$ cat config.mk
export PLATFORM = sky130hd
export DESIGN_NAME = iotfrc_timer
export DESIGN_NICKNAME = d
export VERILOG_FILES = /design/src/verilog/iotfrc_pkg.sv /design/src/verilog/iotfrc_timer.sv
export SDC_FILE = /design/constraint.sdc
export NUM_CORES = 1
export LEC_CHECK = 0
export BUFFER_PORTS_ARGS = -buffer_cell sky130_fd_sc_hd__buf_2
export CORE_UTILIZATION = 34
export CTS_CLUSTER_DIAMETER = 120
export DETAILED_ROUTE_END_ITERATION = 7
export PLACE_DENSITY = 0.5
export SYNTH_ARGS = -nofsm -noshare
export SYNTH_HDL_FRONTEND = slang
export SYNTH_SLANG_ARGS = --single-unit
$ cat constraint.sdc
create_clock -name aclk -period 3.7 [get_ports aclk]
set_input_delay 0.555 -clock aclk [delete_from_list [all_inputs] [get_ports aclk]]
set_output_delay 0.555 -clock aclk [all_outputs]
set_load 0.01 [all_outputs]
$ cat src/verilog/iotfrc_pkg.sv
// Package for the free-running timer: register map, field layout, reset values, carriers
package iotfrc_pkg;

  // ==========================================================================
  // Register map (byte addresses, one aligned word each)
  localparam logic [3:0] IOTFRC_OFF_COUNT   = 4'h0;
  localparam logic [3:0] IOTFRC_OFF_CTRL    = 4'h4;
  localparam logic [3:0] IOTFRC_OFF_CMP0    = 4'h8;
  localparam logic [3:0] IOTFRC_OFF_CMP1    = 4'hc;
  localparam int         IOTFRC_ADDR_W      = 4;

  // ==========================================================================
  // Low control/status fields
  localparam int IOTFRC_B_IRQ_FLAG   = 7;
  localparam int IOTFRC_B_IRQ_EN     = 6;
  localparam int IOTFRC_B_STOP       = 5;
  localparam int IOTFRC_B_CLR_MODE   = 4;
  localparam int IOTFRC_B_SOFT_ZERO  = 3;
  localparam int IOTFRC_B_RATE_HI    = 2;
  localparam int IOTFRC_B_RMW        = 8;   // Read strobe: flag reads as one
  localparam logic [7:0] IOTFRC_CTRL_RESET  = 8'h00;
  localparam logic [15:0] IOTFRC_COUNT_RESET = 16'h0000;
  localparam logic [15:0] IOTFRC_COUNT_MAX   = 16'hffff;
  localparam logic [1:0] IOTFRC_RESP_OKAY   = 2'b00;
  localparam logic [1:0] IOTFRC_RESP_SLVERR = 2'b10;

  // Software-visible control bits carried together
  typedef struct packed {
    logic       irq_en;
    logic       stop;
    logic       clr_mode;
    logic [2:0] rate_sel;
  } iotfrc_ctrl_s;

endpackage : iotfrc_pkg

$ cat src/verilog/iotfrc_timer.sv
// Free-running 16-bit timer with AXI4-Lite registers and its two compare channels
//
// Decided for this implementation: register access over AXI4-Lite and the register offsets.
`timescale 1ns/1ns

module iotfrc_timer
  import iotfrc_pkg::*;
(
  input  wire logic                     aclk,
  input  wire logic                     aresetn,
  input  wire logic [IOTFRC_ADDR_W-1:0] s_axi_awaddr,
  input  wire logic                     s_axi_awvalid,
  output logic                          s_axi_awready,
  input  wire logic [31:0]              s_axi_wdata,
  input  wire logic [3:0]               s_axi_wstrb,
  input  wire logic                     s_axi_wvalid,
  output logic                          s_axi_wready,
  output logic [1:0]                    s_axi_bresp,
  output logic                          s_axi_bvalid,
  input  wire logic                     s_axi_bready,
  input  wire logic [IOTFRC_ADDR_W-1:0] s_axi_araddr,
  input  wire logic                     s_axi_arvalid,
  output logic                          s_axi_arready,
  output logic [31:0]                   s_axi_rdata,
  output logic [1:0]                    s_axi_rresp,
  output logic                          s_axi_rvalid,
  input  wire logic                     s_axi_rready,
  input  wire logic                     rmw_read,
  input  wire logic [1:0]               capture_pin,
  output logic [15:0]                   time_base,
  output logic [1:0]                    compare_out,
  output logic [1:0]                    capture_irq,
  output logic [1:0]                    capture_dma_req,
  output logic                          timer_irq
);

  // ==========================================================================
  // State
  logic [15:0]  count_q;
  iotfrc_ctrl_s ctrl_q;
  logic         irq_flag_q;
  logic         soft_zero_q;      // Pending software clear, served at next step
  logic [6:0]   prescale_q;
  logic         tick;
  logic [15:0]  cmp_q [2];
  logic [1:0]   cmp_out_q;
  logic [1:0]   cmp_flag_q;
  logic [1:0]   cmp_ien_q;
  logic [15:0]  cap_q [2];
  logic [1:0]   cap_flag_q;
  logic [3:0]   cap_edge_q;       // Per channel: {fall, rise}
  logic [1:0]   cap_s1_q;
  logic [1:0]   cap_s2_q;
  logic [1:0]   cap_s3_q;

  // Bus handshake state
  logic                     aw_held_q;
  logic                     w_held_q;
  logic [IOTFRC_ADDR_W-1:0] aw_addr_q;
  logic [31:0]              w_data_q;
  logic [3:0]               w_strb_q;

  // Divider mask for code n: the tick fires when the low n bits are all one
  function automatic logic rate_tick(input logic [6:0] pre, input logic [2:0] sel);
    logic [6:0] mask;
    mask = 7'((8'h01 << sel) - 8'h01);
    rate_tick = ((pre & mask) == mask);
  endfunction : rate_tick

  // Word address of a byte address (low two bits ignored)
  function automatic logic [IOTFRC_ADDR_W-1:0] word_of(input logic [IOTFRC_ADDR_W-1:0] a);
    word_of = {a[IOTFRC_ADDR_W-1:2], 2'b00};
  endfunction : word_of

  // ==========================================================================
  // Prescaler: running divider, code changes take effect at once
  always_ff @(posedge aclk) begin
    if (!aresetn) begin
      prescale_q <= 7'h00;
    end else begin
      prescale_q <= prescale_q + 7'h01;
    end
  end

  assign tick = rate_tick(prescale_q, ctrl_q.rate_sel);

  // ==========================================================================
  // Write channel capture: address and data accepted in either order
  logic wr_go;
  assign wr_go = aw_held_q && w_held_q && !s_axi_bvalid;

  always_ff @(posedge aclk) begin
    if (!aresetn) begin
      aw_held_q <= 1'b0;
      w_held_q  <= 1'b0;
      aw_addr_q <= '0;
      w_data_q  <= 32'h0000_0000;
      w_strb_q  <= 4'h0;
    end else begin
      if (s_axi_awvalid && s_axi_awready) begin
        aw_held_q <= 1'b1;
        aw_addr_q <= s_axi_awaddr;
      end else if (wr_go) begin
        aw_held_q <= 1'b0;
      end
      if (s_axi_wvalid && s_axi_wready) begin
        w_held_q <= 1'b1;
        w_data_q <= s_axi_wdata;
        w_strb_q <= s_axi_wstrb;
      end else if (wr_go) begin
        w_held_q <= 1'b0;
      end
    end
  end

  // Ready only while the slot is empty, registered so outputs come from flops
  always_ff @(posedge aclk) begin
    if (!aresetn) begin
      s_axi_awready <= 1'b0;
      s_axi_wready  <= 1'b0;
    end else begin
      s_axi_awready <= !aw_held_q && !(s_axi_awvalid && s_axi_awready) && !s_axi_bvalid;
      s_axi_wready  <= !w_held_q && !(s_axi_wvalid && s_axi_wready) && !s_axi_bvalid;
    end
  end

  // Decode of the held write
  logic       wr_count;
  logic       wr_ctrl;
  logic [1:0] wr_cmp;
  logic       wr_known;
  logic       wr_full16;
  always_comb begin
    wr_full16 = (w_strb_q[1:0] == 2'b11);
    wr_count  = wr_go && word_of(aw_addr_q) == IOTFRC_OFF_COUNT && wr_full16;
    wr_ctrl   = wr_go && word_of(aw_addr_q) == IOTFRC_OFF_CTRL && w_strb_q[0];
    wr_cmp[0] = wr_go && word_of(aw_addr_q) == IOTFRC_OFF_CMP0 && wr_full16;
    wr_cmp[1] = wr_go && word_of(aw_addr_q) == IOTFRC_OFF_CMP1 && wr_full16;
    wr_known  = word_of(aw_addr_q) == IOTFRC_OFF_COUNT || word_of(aw_addr_q) == IOTFRC_OFF_CTRL
             || word_of(aw_addr_q) == IOTFRC_OFF_CMP0 || word_of(aw_addr_q) == IOTFRC_OFF_CMP1;
  end

  // Write response: SLVERR for unmapped or a half-width count or compare access
  always_ff @(posedge aclk) begin
    if (!aresetn) begin
      s_axi_bvalid <= 1'b0;
      s_axi_bresp  <= IOTFRC_RESP_OKAY;
    end else if (wr_go) begin
      s_axi_bvalid <= 1'b1;
      s_axi_bresp  <= (wr_known && (wr_full16 || word_of(aw_addr_q) == IOTFRC_OFF_CTRL))
                      ? IOTFRC_RESP_OKAY : IOTFRC_RESP_SLVERR;
    end else if (s_axi_bready) begin
      s_axi_bvalid <= 1'b0;
    end
  end

  // ==========================================================================
  // Control register
  always_ff @(posedge aclk) begin
    if (!aresetn) begin
      ctrl_q <= iotfrc_ctrl_s'(6'(IOTFRC_CTRL_RESET));
    end else if (wr_ctrl) begin
      ctrl_q.irq_en   <= w_data_q[IOTFRC_B_IRQ_EN];
      ctrl_q.stop     <= w_data_q[IOTFRC_B_STOP];
      ctrl_q.clr_mode <= w_data_q[IOTFRC_B_CLR_MODE];
      ctrl_q.rate_sel <= w_data_q[IOTFRC_B_RATE_HI:0];
    end
  end

  // ==========================================================================
  // Counter: match and soft clear wait for the count step; reset is immediate
  logic [1:0] match;
  logic       ovf_step;
  logic       match_clr;
  always_comb begin
    match[0]  = (count_q == cmp_q[0]);
    match[1]  = (count_q == cmp_q[1]);
    ovf_step  = tick && !ctrl_q.stop && count_q == IOTFRC_COUNT_MAX;
    match_clr = tick && !ctrl_q.stop && ctrl_q.clr_mode && match[0];
  end

  always_ff @(posedge aclk) begin
    if (!aresetn) begin
      count_q <= IOTFRC_COUNT_RESET;
    end else if (wr_count) begin
      count_q <= w_data_q[15:0];
    end else if (tick && !ctrl_q.stop) begin
      if (soft_zero_q || match_clr) begin
        count_q <= IOTFRC_COUNT_RESET;
      end else begin
        count_q <= count_q + 16'h0001;
      end
    end
  end

  // Soft clear request waits for the next running count step
  always_ff @(posedge aclk) begin
    if (!aresetn) begin
      soft_zero_q <= 1'b0;
    end else if (wr_ctrl && w_data_q[IOTFRC_B_SOFT_ZERO] && !w_data_q[IOTFRC_B_STOP]) begin
      soft_zero_q <= 1'b1;
    end else if ((tick && !ctrl_q.stop) || wr_count) begin
      soft_zero_q <= 1'b0;
    end
  end

  // Timer flag: hardware set wins over a software clear in the same cycle
  always_ff @(posedge aclk) begin
    if (!aresetn) begin
      irq_flag_q <= 1'b0;
    end else if (ovf_step || match_clr) begin
      irq_flag_q <= 1'b1;
    end else if (wr_ctrl && !w_data_q[IOTFRC_B_IRQ_FLAG]) begin
      irq_flag_q <= 1'b0;
    end
  end

  // ==========================================================================
  // Compare channels: value, start level, toggle on a counting step match
  always_ff @(posedge aclk) begin
    if (!aresetn) begin
      cmp_q[0]   <= IOTFRC_COUNT_MAX;
      cmp_q[1]   <= IOTFRC_COUNT_MAX;
      cmp_out_q  <= 2'b00;
      cmp_flag_q <= 2'b00;
      cmp_ien_q  <= 2'b00;
    end else begin
      for (int i = 0; i < 2; i++) begin
        if (wr_cmp[i]) begin
          cmp_q[i]     <= w_data_q[15:0];
          cmp_ien_q[i] <= w_data_q[16];
        end
        if (tick && !ctrl_q.stop && match[i]) begin
          cmp_out_q[i]  <= !cmp_out_q[i];
          cmp_flag_q[i] <= 1'b1;
        end else if (wr_cmp[i]) begin
          if (w_data_q[18]) begin
            cmp_out_q[i] <= w_data_q[17];
          end
          if (!w_data_q[19]) begin
            cmp_flag_q[i] <= 1'b0;
          end
        end
      end
    end
  end

  // ==========================================================================
  // Capture channels: pins synchronised, then edge detected on the second stage
  always_ff @(posedge aclk) begin
    if (!aresetn) begin
      cap_s1_q <= 2'b00;
      cap_s2_q <= 2'b00;
      cap_s3_q <= 2'b00;
    end else begin
      cap_s1_q <= capture_pin;
      cap_s2_q <= cap_s1_q;
      cap_s3_q <= cap_s2_q;
    end
  end

  // Edge selects live in the control word bits 11:8, flags cleared by bits 13:12 = 0
  always_ff @(posedge aclk) begin
    if (!aresetn) begin
      cap_edge_q <= 4'h0;
      cap_flag_q <= 2'b00;
      cap_q[0]   <= IOTFRC_COUNT_RESET;
      cap_q[1]   <= IOTFRC_COUNT_RESET;
    end else begin
      if (wr_ctrl && w_strb_q[1]) begin
        cap_edge_q <= w_data_q[11:8];
      end
      for (int i = 0; i < 2; i++) begin
        if ((cap_edge_q[2*i]   && cap_s2_q[i] && !cap_s3_q[i]) ||
            (cap_edge_q[2*i+1] && !cap_s2_q[i] && cap_s3_q[i])) begin
          cap_q[i]      <= count_q;
          cap_flag_q[i] <= 1'b1;
        end else if (wr_ctrl && w_strb_q[1] && !w_data_q[12+i]) begin
          cap_flag_q[i] <= 1'b0;
        end
      end
    end
  end

  // ==========================================================================
  // Read channel: one cycle from address to data; spare upper bits carry capture values
  always_ff @(posedge aclk) begin
    if (!aresetn) begin
      s_axi_arready <= 1'b0;
      s_axi_rvalid  <= 1'b0;
      s_axi_rdata   <= 32'h0000_0000;
      s_axi_rresp   <= IOTFRC_RESP_OKAY;
    end else if (s_axi_arvalid && s_axi_arready) begin
      s_axi_arready <= 1'b0;
      s_axi_rvalid  <= 1'b1;
      s_axi_rresp   <= IOTFRC_RESP_OKAY;
      unique case (word_of(s_axi_araddr))
        IOTFRC_OFF_COUNT: s_axi_rdata <= {cap_q[0], count_q};
        IOTFRC_OFF_CTRL:  s_axi_rdata <= {2'b00, cap_q[1], cap_flag_q, cap_edge_q,
                                           irq_flag_q | rmw_read,
                                           ctrl_q.irq_en, ctrl_q.stop, ctrl_q.clr_mode,
                                           1'b0,
                                           ctrl_q.rate_sel};
        IOTFRC_OFF_CMP0:  s_axi_rdata <= {14'h0000, cmp_flag_q[0], cmp_ien_q[0], cmp_q[0]};
        IOTFRC_OFF_CMP1:  s_axi_rdata <= {14'h0000, cmp_flag_q[1], cmp_ien_q[1], cmp_q[1]};
        default: begin
          s_axi_rdata <= 32'h0000_0000;
          s_axi_rresp <= IOTFRC_RESP_SLVERR;
        end
      endcase
    end else if (s_axi_rvalid) begin
      if (s_axi_rready) begin
        s_axi_rvalid  <= 1'b0;
        s_axi_arready <= 1'b1;
      end
    end else begin
      s_axi_arready <= 1'b1;
    end
  end

  // ==========================================================================
  // Registered outputs: time base, compare levels, interrupts, DMA triggers
  always_ff @(posedge aclk) begin
    if (!aresetn) begin
      time_base       <= IOTFRC_COUNT_RESET;
      compare_out     <= 2'b00;
      capture_irq     <= 2'b00;
      capture_dma_req <= 2'b00;
      timer_irq       <= 1'b0;
    end else begin
      time_base       <= count_q;
      compare_out     <= cmp_out_q;
      capture_irq     <= cap_flag_q;
      capture_dma_req <= cap_flag_q;
      timer_irq       <= (irq_flag_q && ctrl_q.irq_en) ||
                         |(cmp_flag_q & cmp_ien_q);
    end
  end

endmodule : iotfrc_timer
==> impl_metrics.ini <==
[power]
p_int_mw = 3.40
power.leakage_nw = 3.57
powerDensity_nw_per_um2 = 455
irDropWorstVdd_mv = 0.291
switching_power_mw = 1.02
p_sw_frac = 0.231
pwr-share-comb = 0.052
clkPwrFrac = 0.418
power.share.sequential = 0.529

[cts]
post_cts_buffers = 0
clk_pin_slew_worst_paths_ns = 0.07
cts_made_buffers = 17
numClockSinks = 198
clock_path_buffers = 2
cts_hold_repair.buffers = 0
cts_resized = 0
insertion_delay_ns = 0.43
tritoncts = yes
root_buffer = clkbuf_16
htreeDepth = 4

[yosys]
synth_cells = 785
synth_ff_type = dfxtp_1
syn_area_sq_um = 8470
synth_top_area_frac = 0.317
synth_edf_count = 64
ys_seq_elements = 198
synth.avg_cell_area_sq_um = 10.8
synth_area_leader_cell = dfxtp_1
yosysSeqAreaShare = 0.544
synth_cell_types = 55
synth.area.top_cells = dfxtp_1, edfxtp_1, nand2_1
async_reset_ff_frac = 0
yosys_warnings = 0

[global_routing]
grt_pass1_wl_microns = 33900
grt_overflow = 0
grt_pass1_vias = 5808
grt.total_usage = 0.175
antenna_found_initial = 0
grt_max_degree = 52

[sta]
slew_violations = 0
fin_tns_setup_ns = 0
fmax_mhz = 411
worst_hold_slack_ns = 0.327
setup_slack_ns = 1.27
relSlewSlack = 0.374
fin_crit_ns = 2.43
rsz0062_at_grt = no
finalCritPeriodShare = 0.657
fin_worst_skew_ns = 0.0118
tightestPinTransition_ns = 0.936
setup_viol = 0
hold_viol = 0

[critical_path]
crit_type = reg -> reg
worst_r2r_endpoint = count_q[2]
worstPathRequired_ns = 4.02
reg2reg_depth = 6
worstPathArrival_ns = 2.76
crit_fanout = 15
regToRegStartpoint = count_q[13]
cp-end-kind = flip-flop
crit_path_start_kind = flip-flop
rrSetupSlack_ns = 1.27

[cells_and_area]
fin_nets = 910
drive_above_1_share = 0.219
diodes = 0
syn2layout_area_growth_pct = 14.9

[floorplan]
die_h_microns = 160
design.core.area_sq_um = 24400
fp.dieW_microns = 160
io_pins = 118
rows = 57
die_area_sq_um = 25500
initial_core_util = 0.347

[placement]
pre_cts_slack_ns = 1.32
portBuffers = 96
post-dp-hpwl_microns = 15200
gp_congestion = 0.787

[hold_path]
hold_path_depth = 2
worstHoldStart = capture_pin[1]
hold_end = cap_s1_q[1]
hp-class = in -> reg

[routing]
ant_nets = 0
drt_iter0_drc = 395
wire_per_inst_microns = 18.1
drc_errors = 0
first_pass_iters = 5
vias = 5827
totalWireLength_microns = 21600
via_per_inst = 4.89

[status]
status = finished clean

[job]
cap_viol_max_count = 0
## cells by family (layout without fill, tap and decap cells)
kind of cell             count (synthesis)  count (layout)  share of synthesized area
buffers and inverters                   69             149                     0.0402
flip-flops                             198             198                      0.544
XOR/XNOR                                44              44                     0.0455
multiplexers                            37              37                     0.0706
other                                    1               3                   0.000443
AO/OA/AOI/OAI                          132             132                      0.114
AND/OR/NAND/NOR                        302             302                      0.182
adder cells (fa/ha/maj)                  2               2                    0.00295
## critical path, cell delays in order, from the launching register on
cell and delay [ns]:
dfxtp_1 0.59, xor2_1 0.17, nor4_1 0.33, nand4_1 0.24
o211a_1 0.49, a32o_1 0.35, a21o_1 0.14
## cell usage after synthesis, types with 2 or more instances
master	number
dfxtp_1	134
nand2_1	129
edfxtp_1	64
a21boi_0	56
and2_1	54
xor2_1	34
clkbuf_1	31
nor2b_1	24
nand3_1	22
a22oi_1	19
o21ai_0	19
or2_2	18
buf_2	17
mux4_2	17
nor2_1	13
mux2_2	12
xnor2_1	10
buf_4	8
inv_1	8
mux2i_1	8
nand2b_1	8
a22o_1	7
nor4_1	7
and3_1	5
nor3_1	5
a21oi_1	4
buf_6	4
nand4_1	4
o21a_1	4
nor4_2	3
o211a_1	3
or3_1	3
a21o_1	2
a31oi_1	2
a32oi_1	2
and4_1	2
ha_1	2
o211ai_1	2
o311a_1	2
or4_1	2
## through the flow
step | instances | instance area, sq um | power (mW) | utilization
6_report | 1191 | 9730 | 4.42 | 0.399
5_1_grt | 1191 | 9730 | 4.59 | 0.399
4_1_cts | 1191 | 9730 | 4.47 | 0.399
3_5_place_dp | 1159 | 9160 | 2.63 | 0.375
3_3_place_gp | 1159 | 9160 | 2.63 | 0.375
2_1_floorplan | 787 | 8480 | 2.53 | -
## cell usage in the layout, fill, tap and decap left out, types with 3 or more instances in the layout
cell type  synthesis  layout
xor2_1            34      34
or2_2             18      18
nor2b_1           24      24
nand2b_1           8       8
buf_4              8      14
mux2i_1            8       8
nor3_1             5       4
a21boi_0          56      56
xnor2_1           10      10
a22o_1             7       7
mux4_2            17      17
or3_1              3       3
mux2_2            12      12
o21a_1             4       4
nor4_2             3       3
a21oi_1            4       4
and3_1             5       5
nand3_1           22      22
nand2_1          129     129
inv_1              8       8
a22oi_1           19      19
conb_1             1       3
nor4_1             7       7
o21ai_0           19      19
o211a_1            3       3
and2_1            54      54
nand4_1            4       4
inv_6              0       3
nor2_1            13      13
clkbuf_16          0      19
dfxtp_1          134     134
edfxtp_1          64      64
clkbuf_1          31       3
buf_2             17      95
## state kept, by name, indices dropped and copies added (netlist names), 4 cells and up
register / count
cmp_q: 32
s_axi_rdata: 32
cap_edge_q: 4
count_q: 16
prescale_q: 7
cap_q: 32
time_base: 16
w_data_q: 20
ctrl_q: 6
## power by group through the flow
stage	clock, mW	sequential [mW]	combinational (mW)
after floorplan	0	2.37	0.159
after global placement	0	2.39	0.236
after detailed placement	0	2.39	0.236
after CTS	1.89	2.34	0.237
after global routing	1.98	2.35	0.260
final	1.85	2.34	0.232
## worst max path at each step
stage	start	endpoint	slack, ns	cells past startpoint
after floorplan	aresetn	cap_q[0][0]	1.66	4
after global placement	aresetn	count_q[14]	1.30	6
after detailed placement	count_q[13]	count_q[2]	1.32	6
after CTS	count_q[13]	count_q[2]	1.29	6
after global routing	count_q[13]	count_q[15]	1.11	6
final	count_q[13]	count_q[2]	1.27	6
## cell type report
class,instances,area (sq um)
clock inverters,10,90.1
flip-flops and latches,198,4600
inverters,8,30.0
fillers,2432,14700
well taps,324,405
clock buffers,22,487
repair buffers,109,581
multi-input cells,520,3540
## routing by layer
| layer | wire length [microns] | share of wire | GRT usage | vias to the layer above |
|---|---|---|---|---|
| li1 | - | - | - | 2874 |
| met4 | 197 | 0.0091 | 0.0446 | 0 |
| met3 | 693 | 0.032 | 0.0291 | 11 |
| met5 | 0 | 0 | 0 | - |
| met2 | 10400 | 0.48 | 0.292 | 129 |
| met1 | 10300 | 0.48 | 0.235 | 2813 |
(Power assumes the default switching activity.)
